## src/csbr_pkg.sv

```systemverilog
// Shared types and constants for the core system bus router
package csbr_pkg;
    // Bus widths
    localparam int PAB_W  = 21;
    localparam int XAB_W  = 24;
    localparam int WIDE_W = 32;
    localparam int NAR_W  = 16;

    // Decode boundary: addresses at or above this go to the peripheral bus
    localparam logic [23:0] PERIPH_BASE = 24'hFFF000;
    // Mask that clears the most significant address bit for byte accesses
    localparam logic [23:0] BYTE_ADDR_MASK = 24'h7FFFFF;
    // Reset values
    localparam logic [31:0] RST_DATA32 = 32'h00000000;
    localparam logic [15:0] RST_DATA16 = 16'h0000;
    localparam logic [23:0] RST_ADDR24 = 24'h000000;

    // Access sizes on the primary path
    typedef enum logic [1:0] {
        CSBR_SZ_BYTE = 2'b00,
        CSBR_SZ_WORD = 2'b01,
        CSBR_SZ_LONG = 2'b10
    } csbr_size_t;

    // Primary request as the core issues it
    typedef struct packed {
        logic        valid;
        logic        write;
        csbr_size_t  size;
        logic [23:0] addr;
        logic [31:0] wdata;
    } csbr_preq_t;

    // Memory-side request toward a target
    typedef struct packed {
        logic        en;
        logic        write;
        csbr_size_t  size;
        logic [23:0] addr;
        logic [31:0] wdata;
    } csbr_tgt_t;
endpackage

```

## src/csbr_decode.sv

```systemverilog
// Primary data address decode and byte-address fix-up
`timescale 1ns/100ps
`default_nettype none
module csbr_decode (
    // Raw request
    input  wire csbr_pkg::csbr_preq_t req,
    // Decoded outputs
    output var  logic [23:0]          addr_fixed,
    output var  logic                 sel_mem,
    output var  logic                 sel_periph
);
    // Byte accesses cannot reach the upper half, so force bit 23 low
    always_comb begin
        if (req.size == csbr_pkg::CSBR_SZ_BYTE) begin
            addr_fixed = req.addr & csbr_pkg::BYTE_ADDR_MASK;
        end else begin
            addr_fixed = req.addr;
        end
    end

    // One target only per access
    always_comb begin
        sel_mem    = 1'b0;
        sel_periph = 1'b0;
        if (!req.valid) begin
            sel_mem    = 1'b0;
        end else if (addr_fixed >= csbr_pkg::PERIPH_BASE) begin
            sel_periph = 1'b1;
        end else begin
            sel_mem    = 1'b1;
        end
    end
endmodule
`default_nettype wire

```

## src/csbr_router.sv

```systemverilog
// Top of the core system bus router: program, primary, secondary and peripheral paths
`timescale 1ns/100ps
`default_nettype none
// Behaviour
// 21-bit program address returns 16-bit word
// Program writes use low 16 write bits
// Primary 24-bit path: byte, word, long
// Byte accesses force address MSB low
// Secondary path reads whole 16-bit words
// Peripheral bus 16-bit, no added delay
// Primary RAM 32 bits, others 16
// Flash control via peripheral bus; array direct
// Three concurrent accesses in one cycle
// Decode primary address; enable one target
module csbr_router (
    // Clock and reset
    input  wire logic                 core_clk,
    input  wire logic                 rst_n,
    // Program path from the core
    input  wire logic                 prog_valid,
    input  wire logic                 prog_write,
    input  wire logic [20:0]          prog_addr,
    output logic      [15:0]          prog_read_data,
    // Primary data path from the core
    input  wire csbr_pkg::csbr_preq_t primary_req,
    input  wire logic [31:0]          core_write_data,
    output logic      [31:0]          primary_read_data,
    // Secondary read path from the core
    input  wire logic                 sec_valid,
    input  wire logic [23:0]          secondary_data_address,
    output logic      [15:0]          secondary_read_data,
    // Program memory port
    output logic                      pmem_en,
    output logic                      pmem_write,
    output logic      [20:0]          pmem_addr,
    output logic      [15:0]          pmem_wdata,
    input  wire logic [15:0]          pmem_rdata,
    // Primary data RAM port, 32 bits wide
    output csbr_pkg::csbr_tgt_t       dram_req,
    input  wire logic [31:0]          dram_rdata,
    // Secondary data RAM port, 16 bits wide
    output logic                      dram2_en,
    output logic      [23:0]          dram2_addr,
    input  wire logic [15:0]          dram2_rdata,
    // Peripheral register bus, carries flash control too
    output csbr_pkg::csbr_tgt_t       periph_req,
    input  wire logic [15:0]          periph_rdata
);
    // Decoded primary address and target selects
    logic [23:0]          primary_data_address;
    logic                 sel_mem;
    logic                 sel_periph;
    csbr_pkg::csbr_preq_t preq_eff;
    // Which targets answer a primary, secondary or program read one cycle later
    logic                 rd_periph_ff;
    logic                 rd_mem_ff;
    logic                 rd_sec_ff;
    logic                 rd_prog_ff;

    // Write data always comes from the shared core write bus
    always_comb begin
        preq_eff       = primary_req;
        preq_eff.wdata = core_write_data;
    end

    csbr_decode u_decode (
        .req        (preq_eff),
        .addr_fixed (primary_data_address),
        .sel_mem    (sel_mem),
        .sel_periph (sel_periph)
    );

    // Program memory request; registered so outputs come from flops
    always_ff @(posedge core_clk or negedge rst_n) begin
        if (!rst_n) begin
            pmem_en    <= 1'b0;
            pmem_write <= 1'b0;
            pmem_addr  <= '0;
            pmem_wdata <= csbr_pkg::RST_DATA16;
        end else begin
            pmem_en    <= prog_valid;
            pmem_write <= prog_valid & prog_write;
            pmem_addr  <= prog_addr;
            // Upper half of the write bus is dropped on purpose
            pmem_wdata <= core_write_data[15:0];
        end
    end

    // Primary RAM request; flash array accesses live in this map as well
    always_ff @(posedge core_clk or negedge rst_n) begin
        if (!rst_n) begin
            dram_req <= '0;
        end else begin
            dram_req.en    <= sel_mem;
            dram_req.write <= preq_eff.write & sel_mem;
            dram_req.size  <= preq_eff.size;
            dram_req.addr  <= primary_data_address;
            dram_req.wdata <= preq_eff.wdata;
        end
    end

    // Peripheral request; only the low 16 data bits exist there
    always_ff @(posedge core_clk or negedge rst_n) begin
        if (!rst_n) begin
            periph_req <= '0;
        end else begin
            periph_req.en    <= sel_periph;
            periph_req.write <= preq_eff.write & sel_periph;
            periph_req.size  <= preq_eff.size;
            periph_req.addr  <= primary_data_address;
            periph_req.wdata <= {16'h0000, preq_eff.wdata[15:0]};
        end
    end

    // Secondary read request, issued alongside the other two paths
    always_ff @(posedge core_clk or negedge rst_n) begin
        if (!rst_n) begin
            dram2_en   <= 1'b0;
            dram2_addr <= csbr_pkg::RST_ADDR24;
        end else begin
            dram2_en   <= sec_valid;
            dram2_addr <= secondary_data_address;
        end
    end

    // Targets answer one cycle after their enable, like a synchronous RAM
    // Track which targets owe read data
    always_ff @(posedge core_clk or negedge rst_n) begin
        if (!rst_n) begin
            rd_periph_ff <= 1'b0;
            rd_mem_ff    <= 1'b0;
            rd_sec_ff    <= 1'b0;
            rd_prog_ff   <= 1'b0;
        end else begin
            rd_periph_ff <= periph_req.en & ~periph_req.write;
            rd_mem_ff    <= dram_req.en & ~dram_req.write;
            rd_sec_ff    <= dram2_en;
            rd_prog_ff   <= pmem_en & ~pmem_write;
        end
    end

    // Return read data; peripheral path has the same latency as RAM
    always_ff @(posedge core_clk or negedge rst_n) begin
        if (!rst_n) begin
            primary_read_data <= csbr_pkg::RST_DATA32;
        end else if (rd_periph_ff) begin
            primary_read_data <= {16'h0000, periph_rdata};
        end else if (rd_mem_ff) begin
            primary_read_data <= dram_rdata;
        end
    end

    // Secondary and program read data held until the next read
    always_ff @(posedge core_clk or negedge rst_n) begin
        if (!rst_n) begin
            secondary_read_data <= csbr_pkg::RST_DATA16;
            prog_read_data      <= csbr_pkg::RST_DATA16;
        end else begin
            if (rd_sec_ff) begin
                secondary_read_data <= dram2_rdata;
            end
            if (rd_prog_ff) begin
                prog_read_data <= pmem_rdata;
            end
        end
    end
endmodule
`default_nettype wire

```

## config.mk

```make
export PLATFORM = sky130hd
export DESIGN_NAME = csbr_router
export DESIGN_NICKNAME = d
export VERILOG_FILES = /design/src/csbr_pkg.sv /design/src/csbr_decode.sv /design/src/csbr_router.sv
export SDC_FILE = /design/constraint.sdc
export NUM_CORES = 1
export LEC_CHECK = 0
export ABC_AREA = 1
export BUFFER_PORTS_ARGS = -buffer_cell sky130_fd_sc_hd__buf_4
export CAP_MARGIN = 15
export CORE_AREA = 2 2 184 186
export CTS_BUF_LIST = sky130_fd_sc_hd__clkbuf_2 sky130_fd_sc_hd__clkbuf_4 sky130_fd_sc_hd__clkbuf_8
export DETAILED_ROUTE_END_ITERATION = 6
export DIE_AREA = 0 0 186 188
export HOLD_SLACK_MARGIN = 0.1
export PLACE_DENSITY = 0.46
export SYNTH_ARGS = -nofsm -noshare
export SYNTH_HDL_FRONTEND = slang
export SYNTH_HIERARCHICAL = 1
export SYNTH_SLANG_ARGS = --single-unit
```

## constraint.sdc

```tcl
create_clock -name core_clk -period 1.7 [get_ports core_clk]
set_input_delay 0.085 -clock core_clk [delete_from_list [all_inputs] [get_ports core_clk]]
set_output_delay 0.085 -clock core_clk [all_outputs]
set_load 0.01 [all_outputs]
```

## After elaboration in Yosys (flattened, before gate mapping)

Cells that the tools add are included.

| word-level totals | value |
|---|---|
| register bits | 194 |
| input bits | 222 |
| output and inout port bits | 248 |
| logic and storage cells | 39 |

| operators by class | value |
|---|---|
| $lt $le $gt $ge | 1 |
| multiplexer cells | 7 |
| bitwise operators | 9 |
| reductions and logical operators | 2 |

Operators with widths:

| kind | number |
|---|---|
| 32-bit two-way mux | 2 |
| 24-bit greater-or-equal comparator (second input constant) | 1 |
| 24-bit two-way mux | 1 |
| 1-bit bitwise AND | 6 |
| 1-bit two-way mux | 4 |
| 1-bit inverter | 3 |
| 2-bit zero test | 1 |
| 2-bit nonzero test | 1 |

## Longest topological paths before layout

Gate-level depths: netlist of the first run.

| logic depth | value |
|---|---|
| depth in word-level cells | 6 |
| gate-level depth with buffers | 8 |
| mapped depth without buffers | 8 |

## Modules after synthesis

Netlist of the first run, hierarchy kept.

Modules (own cells, without submodules):

| module | times used | cells an instance | area an instance (um^2) | sequential area each (um^2) |
|---|---|---|---|---|
| csbr_router | 1 | 493 | 6098.3 | 4454.3 |
| csbr_decode | 1 | 54 | 296.5 | 0.0 |

## Worst setup path before layout of the first run

No wires, ideal clock.

| timing | value |
|---|---|
| path kind | register to register |
| start point | reg rd_mem_ff |
| end point | reg primary_read_data[10] |
| library setup time | 0.124 ns |
| arrival time | 0.797 ns |
| required time | 1.576 ns |
| path slack | 0.779 ns |
| stages on the path, launching flop included | 5 |
| path buffers | 2 |
| clock period less this slack | 0.921 ns |
| cell sequence | dfrtp_1 buf_2 buf_4 nand3_1 nand3_1 |

| between the ends | value |
|---|---|
| cells in the longest elaborated chain, start to end | 1 |

Ends and longest elaborated chain:

| element | RTL line | text |
|---|---|---|
| start, declared | csbr_router.sv:56 | `logic rd_mem_ff;` |
| start signal, assigned | csbr_router.sv:136 | `rd_mem_ff <= dram_req.en & ~dram_req.write;` |
| 2-bit nonzero test (no source line) | -- |  |
| end signal, assigned | csbr_router.sv:145 | `primary_read_data <= csbr_pkg::RST_DATA32;` |
| end signal, assigned | csbr_router.sv:147 | `primary_read_data <= {16'h0000, periph_rdata};` |
| end signal, assigned | csbr_router.sv:149 | `primary_read_data <= dram_rdata;` |
| end, declared | csbr_router.sv:27 | `output logic [31:0] primary_read_data,` |

No other way between the ends.
A chain may end at the register's enable or synchronous reset.

## Worst setup path in the final report of the first run

| timing | value |
|---|---|
| start point | in primary_req[44] (netlist name) |
| end point | reg periph_req[58] (netlist name) |

| between the ends | value |
|---|---|
| cells in the longest elaborated chain, start to end | 5 |

Ends and longest elaborated chain:

| element | RTL line | text |
|---|---|---|
| start, declared | csbr_router.sv:25 | `input wire csbr_pkg::csbr_preq_t primary_req,` |
| 24-bit two-way mux | csbr_decode.sv:14 | `if (req.size == csbr_pkg::CSBR_SZ_BYTE) begin` |
| 24-bit greater-or-equal comparator | csbr_decode.sv:27 | `end else if (addr_fixed >= csbr_pkg::PERIPH_BASE) begin` |
| 1-bit two-way mux | csbr_decode.sv:27 |  |
| 1-bit two-way mux | csbr_decode.sv:25 | `if (!req.valid) begin` |
| via sel_periph | csbr_router.sv:52 | `logic sel_periph;` |
| 1-bit bitwise AND | csbr_router.sv:108 | `periph_req.write <= preq_eff.write & sel_periph;` |
| end, declared | csbr_router.sv:46 | `output csbr_pkg::csbr_tgt_t periph_req,` |

The timed path passes the listed nets, and every way through them passes these cells.

==> results.py, run 1 <==
metrics = {
    "run_status": {
        "status": "completed",
    },
    "critical_path": {
        "cp-start-kind": "primary input",
        "path_max_fanout": 3,
        "timing.rr.start": "rd_periph_ff",
        "cp_data_required_time_ns": 2.12,
        "endpoint_kind": "flip-flop",
        "critical_path_arrival_ns": 1.91,
        "r2r_end": "primary_read_data[0]",
        "worst-setup-path-type": "in -> reg",
        "rrSetupSlack_ns": 0.36,
        "r2r_cells": 4,
    },
    "logic_synthesis": {
        "synth_cells": 547,
        "synth_cell_type_count": 14,
        "yosys.area.top_type": "dfrtp_1",
        "yosysSeqAreaShare": 0.697,
        "ys_ff_latch": 178,
        "ys_warn_count": 6,
        "synth_area_leaders": "dfrtp_1 70%, buf_4 12%, nand2_1 6.6%, nand3_1 3.8%, inv_1 2.6%",
        "syn-cell-area_mm2": 0.00639,
        "yosysTopAreaCellShare": 0.697,
        "avgSynthCellArea_um2": 11.7,
    },
    "job": {
        "max-cap-violations": 0,
    },
    "power": {
        "p_total_mw": 9.55,
        "p_per_area_mw_per_mm2": 812,
        "cellLeakagePower_nw": 5.94,
        "ir_drop_mv": 0.415,
    },
    "timing": {
        "holdWs_ns": 0.250,
        "fmax_ghz": 0.671,
        "timing.slew.headroom": 0.418,
        "drv_slew": 0,
        "setup_viol": 0,
        "hold_viol_final": 0,
        "grt_setup_unrepaired": "no",
        "fin_crit_sh": 0.877,
        "fin_tns_setup_ns": 0,
        "worst_slew_pin_slew_ns": 0.873,
        "skew_ns": 0.0122,
        "finalCriticalPeriod_ns": 1.49,
    },
    "floorplanning": {
        "die_area_mm2": 0.0350,
        "fp.dieW_um": 186,
        "io_pins": 470,
        "core-area_mm2": 0.0331,
        "start_util": 0.193,
        "num_rows": 67,
        "dieHeight_um": 188,
    },
    "worst_hold_path": {
        "hold_path_depth": 2,
        "hp-class": "in -> reg",
        "min_to": "periph_req[39]",
        "min_from": "primary_req[39]",
    },
    "placement": {
        "io_buffers": 421,
        "dp_cells": 1326,
        "dp_hpwl_um": 16000,
        "gp_congestion": 0.791,
    },
    "routing": {
        "routed_via_density": 3.59,
        "totalWireLength_um": 22200,
        "ant_nets": 0,
        "wire_per_inst_um": 14.3,
        "num_vias": 5575,
        "drc": 0,
        "wl_met3_um": 1410,
        "top_layer_used": "met4",
        "drt_pass1_iterations": 4,
        "drtIter0Drc": 140,
        "m1WireLength_um": 8970,
        "met2_length_um": 11500,
    },
    "clock_network": {
        "htreeDepth": 4,
        "clock_path_buffers": 2,
        "clock_latency_ns": 0.47,
        "cts_sinks": 178,
        "cts_root_buf": "clkbuf_8",
        "numCtsBuffers": 17,
        "cts_setup_buffers": 0,
        "path_clk_slew_ns": 0.10,
        "cts_tree": "done",
    },
    "final_layout": {
        "area_growth_pct": 83.9,
        "final_nets": 1312,
        "diodes": 0,
        "mostFrequentLayoutCell": "buf_4",
        "drive_gt1_frac": 0.424,
        "instances_no_fill": 1551,
        "fin_util": 0.355,
        "fillers": 3331,
        "final_cell_mix": "426 x buf_4, 192 x dlygate4sd3_1, 178 x dfrtp_1, 112 x nand2_1, 49 x nand3_1",
    },
    "global_routing": {
        "antenna_found_initial": 0,
        "grt_max_degree": 45,
        "grt_overflow_total": 0,
        "grt_pass1_wl_um": 32900,
        "grt_util_all_layers": 0.126,
        "grt_pass1_vias": 5826,
    },
}
==> synthesized netlist by cell type <==
cell type,count
nand3_1,49
conb_1,1
clkbuf_1,2
nor2_2,2
inv_1,45
buf_6,6
dfrtp_1,178
inv_2,1
buf_4,101
buf_2,6
nor2_1,10
o21ai_0,33
nor2_8,1
nand2_1,112
==> routing by layer <==
metal,vias up,GRT usage
li1,2654,-
met1,2668,0.145
met2,236,0.221
met3,17,0.0394
met4,0,0.0397
met5,-,0
==> per-stage QoR <==
stage	worst slack, ns	instance area [um^2]
2_1_floorplan	0.779	6450
3_3_place_gp	0.385	9440
3_5_place_dp	0.337	9440
4_1_cts	0.220	11800
5_1_grt	0.116	11800
6_report	0.209	11800
==> final cells by class <==
class	instances	area (um^2)	area share
repair buffers	624	5230	0.445
flip-flops and latches	178	4450	0.379
multi-input cells	223	961	0.0817
well taps	448	561	0.0477
clock buffers	18	241	0.0205
inverters	46	173	0.0147
clock inverters	14	139	0.0118
==> how the worst max path moves through the flow <==
stage | start | end | slack (ns) | depth (start not counted)
floorplan | rd_mem_ff | primary_read_data[10] | 0.78 | 4
global placement | rd_periph_ff | primary_read_data[15] | 0.39 | 4
detailed placement | rd_periph_ff | primary_read_data[0] | 0.34 | 4
CTS | primary_req[44] | periph_req[58] | 0.22 | 11
global route | primary_req[48] | periph_req[58] | 0.12 | 11
finish | primary_req[44] | periph_req[58] | 0.21 | 11
==> state kept, by name, indices dropped and copies added, names as in the netlist, 16 cells and up <==
| signal | cells |
|---|---|
| prog_read_data | 16 |
| dram_req | 34 |
| dram2_addr | 24 |
| primary_read_data | 32 |
| secondary_read_data | 16 |
| periph_req | 28 |
| pmem_addr | 21 |
==> logic make-up after synthesis <==
group / synth area share
other: 0.000586
and+or+nand+nor: 0.115
DFF: 0.697
buffers and inverters: 0.162
AOI/OAI and AO/OA: 0.0258
==> worst max-delay path: stages <==
cell and delay [ns]:
dlygate4sd3_1 0.53, buf_4 0.14, nand2_1 0.05, inv_1 0.04, nand2_1 0.04, nor2_1 0.10
nand2_1 0.07, nor2_2 0.17, nand2_1 0.07, dlygate4sd3_1 0.55, inv_1 0.05
==> power by group <==
part / internal [mW] / total (mW) / switching (mW)
Combinational: 1.12 / 1.90 / 0.781
Sequential: 4.54 / 4.72 / 0.184
Clock: 1.22 / 2.93 / 1.70
==> timing repair <==
| item | in CTS | in global routing |
|---|---|---|
| hold buffers | 193 | 0 |
| gates resized for setup | 0 | 0 |
| hold endpoints to repair | 352 | 0 |
Note: power is estimated with default switching activity, not from simulation.
==> run 2, diff against run 1 <==
--- a/config.mk
+++ b/config.mk
@@ -8,12 +8,12 @@
 export ABC_AREA = 1
 export BUFFER_PORTS_ARGS = -buffer_cell sky130_fd_sc_hd__buf_4
 export CAP_MARGIN = 15
-export CORE_AREA = 2 2 184 186
+export CORE_ASPECT_RATIO = 0.5
+export CORE_UTILIZATION = 25
 export CTS_BUF_LIST = sky130_fd_sc_hd__clkbuf_2 sky130_fd_sc_hd__clkbuf_4 sky130_fd_sc_hd__clkbuf_8
 export DETAILED_ROUTE_END_ITERATION = 6
-export DIE_AREA = 0 0 186 188
 export HOLD_SLACK_MARGIN = 0.1
-export PLACE_DENSITY = 0.46
+export PLACE_DENSITY = 0.56
 export SYNTH_ARGS = -nofsm -noshare
 export SYNTH_HDL_FRONTEND = slang
 export SYNTH_HIERARCHICAL = 1
==> run 2 against run 1 <==
Sequential share of layout area rose by 0.34 points. Register-to-register slack got worse by 0.29 ns. Sequential power barely moved. Via count rose by 1.4%. Critical path type is now reg -> reg. Clock skew rose by 0.0023 ns. Clock power rose by 7.5%. Fmax fell by 8.6%.
==> results.py, run 2 (synthesis results as in run 1) <==
metrics = {
    "run_status": {
        "status": "completed",
    },
    "floorplanning": {
        "start_util": 0.261,
        "fp.dieW_um": 228,
        "die_area_mm2": 0.0263,
        "dieHeight_um": 115,
        "num_rows": 40,
        "io_pins": 470,
        "core-area_mm2": 0.0245,
    },
    "timing": {
        "finalCriticalPeriod_ns": 1.63,
        "fin_tns_setup_ns": 0,
        "hold_viol_final": 0,
        "fin_crit_sh": 0.959,
        "drv_slew": 0,
        "fmax_ghz": 0.613,
        "grt_setup_unrepaired": "no",
        "setup_viol": 0,
        "skew_ns": 0.0145,
    },
    "power": {
        "intPower_mw": 7.25,
        "p_total_mw": 9.80,
        "swShare": 0.260,
        "seqPwrFrac": 0.481,
        "p_per_area_mw_per_mm2": 840,
        "p_sw_mw": 2.55,
        "comb_power_share": 0.197,
        "ir_drop_mv": 0.437,
        "cellLeakagePower_nw": 5.95,
        "pwr-share-clk": 0.321,
    },
    "final_layout": {
        "largest_reg_flops": 34,
        "largest-register": "dram_req",
        "final_cell_mix": "427 x buf_4, 192 x dlygate4sd3_1, 176 x dfrtp_1, 112 x nand2_1, 49 x nand3_1",
        "drive_gt1_frac": 0.426,
        "mostFrequentLayoutCell": "buf_4",
        "fillers": 2255,
        "biggestRegsByFlops": "dram_req x34, primary_read_data x32, periph_req x28",
        "area_growth_pct": 82.4,
        "fin_util": 0.476,
        "final_nets": 1313,
    },
    "routing": {
        "routed_via_density": 3.93,
        "totalWireLength_um": 23000,
        "num_vias": 5654,
        "wire_per_inst_um": 16.0,
        "drtIter0Drc": 272,
        "ant_nets": 0,
        "drc": 0,
        "drt_pass1_iterations": 4,
    },
    "global_routing": {
        "grt_pass1_wl_um": 33500,
        "grt_overflow_total": 0,
        "grt_util_all_layers": 0.171,
        "grt_max_degree": 47,
        "grt_pass1_vias": 5760,
        "antenna_found_initial": 0,
    },
    "placement": {
        "dp_hpwl_um": 16200,
        "gp_congestion": 0.795,
        "io_buffers": 421,
    },
    "clock_network": {
        "clock_path_buffers": 2,
        "numCtsBuffers": 17,
        "path_clk_slew_ns": 0.10,
        "htreeDepth": 4,
        "cts_root_buf": "clkbuf_8",
        "clock_latency_ns": 0.49,
        "cts_sinks": 178,
        "cts_tree": "done",
    },
    "critical_path": {
        "crit_slowest_cell": "dlygate4sd3_1",
        "rrSetupSlack_ns": 0.07,
        "crit_family": "buffers and inverters",
        "cp_data_required_time_ns": 2.13,
        "path_cells": "buf_4 -> nand3_1 -> nand3_1 -> dlygate4sd3_1",
        "path_buf_inv": 2,
        "r2r_end": "primary_read_data[4]",
        "cp-start-kind": "flip-flop",
        "endpoint_kind": "flip-flop",
        "path_max_fanout": 22,
        "r2r_cells": 4,
        "crit_path_frequent_cell": "nand3_1",
        "critical_path_arrival_ns": 2.06,
        "worst-setup-path-type": "reg -> reg",
        "timing.rr.start": "rd_mem_ff",
        "slowest_delay_ns": 0.55,
    },
    "worst_hold_path": {
        "hp-class": "in -> reg",
        "min_from": "core_write_data[4]",
        "min_to": "dram_req[4]",
        "hold_path_depth": 2,
    },
    "job": {
        "max-cap-violations": 0,
    },
}
run 2: worst max-delay path by stage:
stage | start | to | cells after the start | slack [ns]
5_1_grt | rd_mem_ff | primary_read_data[4] | 4 | 0.01
2_1_floorplan | rd_mem_ff | primary_read_data[10] | 4 | 0.78
3_5_place_dp | rd_periph_ff | primary_read_data[1] | 4 | 0.52
6_report | rd_mem_ff | primary_read_data[4] | 4 | 0.07
3_3_place_gp | rd_periph_ff | primary_read_data[10] | 3 | 0.55
4_1_cts | rd_periph_ff | primary_read_data[4] | 5 | 0.02
run 2: layer usage:
layer | vias up | GRT usage | wire (um) | part of all wire
li1 | 2655 | - | - | -
met1 | 2862 | 0.200 | 9060 | 0.39
met2 | 115 | 0.309 | 13000 | 0.56
met3 | 22 | 0.0417 | 673 | 0.029
met4 | 0 | 0.0577 | 325 | 0.014
met5 | - | 0 | 0 | 0
run 2: repair_timing:
item / in CTS / in global routing
buffers inserted: 0 / 1
setup endpoints to repair: 0 / 1
hold endpoints to repair: 352 / 0
resized for setup: 0 / 3
hold buffers: 192 / 0
run 2: power groups by stage:
stage / clock (mW) / sequential [mW] / combinational, mW
final: 3.15 / 4.72 / 1.93
after global routing: 3.42 / 4.75 / 2.08
after CTS: 3.27 / 4.71 / 1.95
after detailed placement: 0 / 4.79 / 1.57
after global placement: 0 / 4.78 / 1.56
after floorplan: 0 / 4.91 / 0.440
run 2: final cells by class:
type | count | area (um^2) | area share
Timing Repair Buffer | 624 | 5220 | 0.447
Sequential cell | 178 | 4460 | 0.382
Multi-Input combinational cell | 224 | 972 | 0.0833
Tap cell | 336 | 420 | 0.0360
Clock buffer | 23 | 292 | 0.0250
Inverter | 46 | 175 | 0.0150
Clock inverter | 8 | 128 | 0.0109
Antenna cell | 1 | 2.50 | 0.000215
run 2: metrics by stage:
step           area [um^2]  worst slack [ns]  hold WS (ns)  instances
3_3_place_gp          9300             0.552        0.0542       1214
5_1_grt              11700            0.0101         0.190       1439
3_5_place_dp          9300             0.520        0.0479       1214
6_report             11700            0.0692         0.238       1440
4_1_cts              11600            0.0191         0.190       1437
2_1_floorplan         6450             0.779        -0.211        562
run 2: worst reg2reg max path: stages (launching register included):
cell and delay [ns]:
dfrtp_2 0.49, buf_4 0.33, nand3_1 0.12, nand3_1 0.09, dlygate4sd3_1 0.55
==> run 3, diff against run 2 <==
--- a/config.mk
+++ b/config.mk
@@ -14,6 +14,7 @@
 export DETAILED_ROUTE_END_ITERATION = 6
 export HOLD_SLACK_MARGIN = 0.1
 export PLACE_DENSITY = 0.56
+export SETUP_SLACK_MARGIN = 0.4
 export SYNTH_ARGS = -nofsm -noshare
 export SYNTH_HDL_FRONTEND = slang
 export SYNTH_HIERARCHICAL = 1
==> run 3 against run 2 <==
Total power is essentially flat. Flip-flop and latch count is the same. Via count down 0.85%. Routed wire length fell by 1.1%. Register-to-register slack better by 0.43 ns. Cell count down 0.28%. Combinational power about the same. Fmax grew 34%. Final area down 0.34%. Worst setup slack improved by 0.42 ns. Sequential power is essentially flat. Critical path depth is the same. Critical endpoint is now dram_req[24].
==> results.py, run 3 (synthesis results as in run 1) <==
metrics = {
    "critical_path": {
        "critical_path_arrival_ns": 1.88,
        "slowest_delay_ns": 0.59,
        "cp-start-kind": "primary input",
        "crit_family": "buffers and inverters",
        "path_cells": "dlygate4sd3_1 -> dlygate4sd3_1 -> buf_8 -> buf_12",
        "crit_slowest_cell": "dlygate4sd3_1",
        "path_max_fanout": 46,
        "crit_path_frequent_cell": "dlygate4sd3_1",
        "path_buf_inv": 4,
        "worst-setup-path-type": "in -> async",
        "endpoint_kind": "asynchronous set/reset pin",
        "cp_data_required_time_ns": 2.37,
    },
    "power": {
        "seqPwrFrac": 0.481,
        "cellLeakagePower_nw": 5.94,
        "pwr-share-clk": 0.322,
        "ir_drop_mv": 0.437,
        "intPower_mw": 7.25,
        "p_per_area_mw_per_mm2": 842,
        "p_sw_mw": 2.55,
        "comb_power_share": 0.197,
        "swShare": 0.260,
    },
    "floorplanning": {
        "dieHeight_um": 115,
        "die_area_mm2": 0.0263,
        "start_util": 0.261,
        "fp.dieW_um": 228,
        "core-area_mm2": 0.0245,
        "io_pins": 470,
        "num_rows": 40,
    },
    "routing": {
        "routed_via_density": 3.90,
        "num_vias": 5606,
        "totalWireLength_um": 22800,
        "wire_per_inst_um": 15.9,
        "drtIter0Drc": 307,
        "drc": 0,
        "ant_nets": 0,
        "drt_pass1_iterations": 4,
    },
    "timing": {
        "fin_tns_setup_ns": 0,
        "skew_ns": 0.0146,
        "drv_slew": 0,
        "fmax_ghz": 0.824,
        "fin_ws_ns": 0.487,
        "hold_viol_final": 0,
        "holdWs_ns": 0.240,
        "grt_setup_unrepaired": "no",
        "fin_crit_sh": 0.714,
        "setup_viol": 0,
        "finalCriticalPeriod_ns": 1.21,
    },
    "final_layout": {
        "largest_reg_flops": 34,
        "biggestRegsByFlops": "dram_req x34, primary_read_data x32, periph_req x28",
        "fin_util": 0.474,
        "drive_gt1_frac": 0.424,
        "area_growth_pct": 81.8,
        "mostFrequentLayoutCell": "buf_4",
        "fillers": 2264,
        "final_nets": 1309,
        "final_cell_mix": "426 x buf_4, 190 x dlygate4sd3_1, 178 x dfrtp_1, 112 x nand2_1, 49 x nand3_1",
        "largest-register": "dram_req",
    },
    "placement": {
        "dp_hpwl_um": 16200,
        "place_ws_ns": 0.520,
        "gp_congestion": 0.795,
        "io_buffers": 421,
    },
    "run_status": {
        "status": "completed",
    },
    "global_routing": {
        "antenna_found_initial": 0,
        "grt_max_degree": 47,
        "grt_overflow_total": 0,
        "grt_pass1_wl_um": 33600,
        "grt_util_all_layers": 0.171,
        "grt_pass1_vias": 5782,
    },
    "clock_network": {
        "cts_setup_buffers": 0,
        "numCtsBuffers": 17,
        "cts_sinks": 178,
        "clock_path_buffers": 2,
        "cts_tree": "done",
        "path_clk_slew_ns": 0.10,
        "clock_latency_ns": 0.49,
        "cts_root_buf": "clkbuf_8",
        "htreeDepth": 4,
    },
    "job": {
        "max-cap-violations": 0,
    },
    "worst_hold_path": {
        "hp-class": "in -> reg",
    },
}
[run 3: cell count changes in the layout (fill, tap and decap cells not counted), sizes merged]
cell | previous run | this run
buf | 432 | 431
nor2 | 14 | 13
dlygate4sd3 | 192 | 190
[run 3: power groups by stage]
stage / clock, mW / combinational, mW / sequential [mW]
after floorplan: 0 / 0.440 / 4.91
after global placement: 0 / 1.56 / 4.78
after detailed placement: 0 / 1.57 / 4.79
after CTS: 3.27 / 1.94 / 4.71
after global routing: 3.42 / 2.07 / 4.75
final: 3.15 / 1.93 / 4.71
[run 3: final cells by class]
| cell class | count | area, um^2 | area share |
|---|---|---|---|
| repair buffers | 621 | 5190 | 0.447 |
| inverters | 46 | 173 | 0.0149 |
| clock inverters | 8 | 128 | 0.0110 |
| clock buffers | 23 | 292 | 0.0251 |
| flip-flops and latches | 178 | 4450 | 0.383 |
| well taps | 336 | 420 | 0.0362 |
| diodes | 1 | 2.50 | 0.000215 |
| multi-input cells | 223 | 961 | 0.0827 |
[run 3: per-stage QoR]
stage | cell area [um^2] | power (mW) | cells
6_report | 11600 | 9.79 | 1436
5_1_grt | 11600 | 10.2 | 1435
4_1_cts | 11600 | 9.93 | 1435
3_5_place_dp | 9300 | 6.36 | 1214
3_3_place_gp | 9300 | 6.34 | 1214
2_1_floorplan | 6450 | 5.35 | 562
[run 3: worst paths after layout]
check | start | end | slack (ns) | depth (start not counted)
setup / recovery | rst_n | dram_req[24] | 0.49 | 4
min in group asynchronous | rst_n | dram_req[19] | 0.64 | 3
max in group core_clk | rd_periph_ff | primary_read_data[14] | 0.50 | 3
hold reg to reg | dram2_en | rd_sec_ff | 0.41 | 0
setup reg to reg | rd_periph_ff | primary_read_data[14] | 0.50 | 3
hold / removal | core_write_data[4] | dram_req[4] | 0.24 | 2
[run 3: what timing repair did]
action	CTS	global route
endpoints found under the hold margin	352	0
hold buffers	190	0
resized for setup	0	2
endpoints found under the setup margin	0	128
[run 3: per-layer routing]
metal	vias up	GRT usage	wire (um)
met5	-	0	0
met4	0	0.0604	376
met3	28	0.0412	661
met2	112	0.311	12800
met1	2822	0.200	8940
li1	2644	-	-
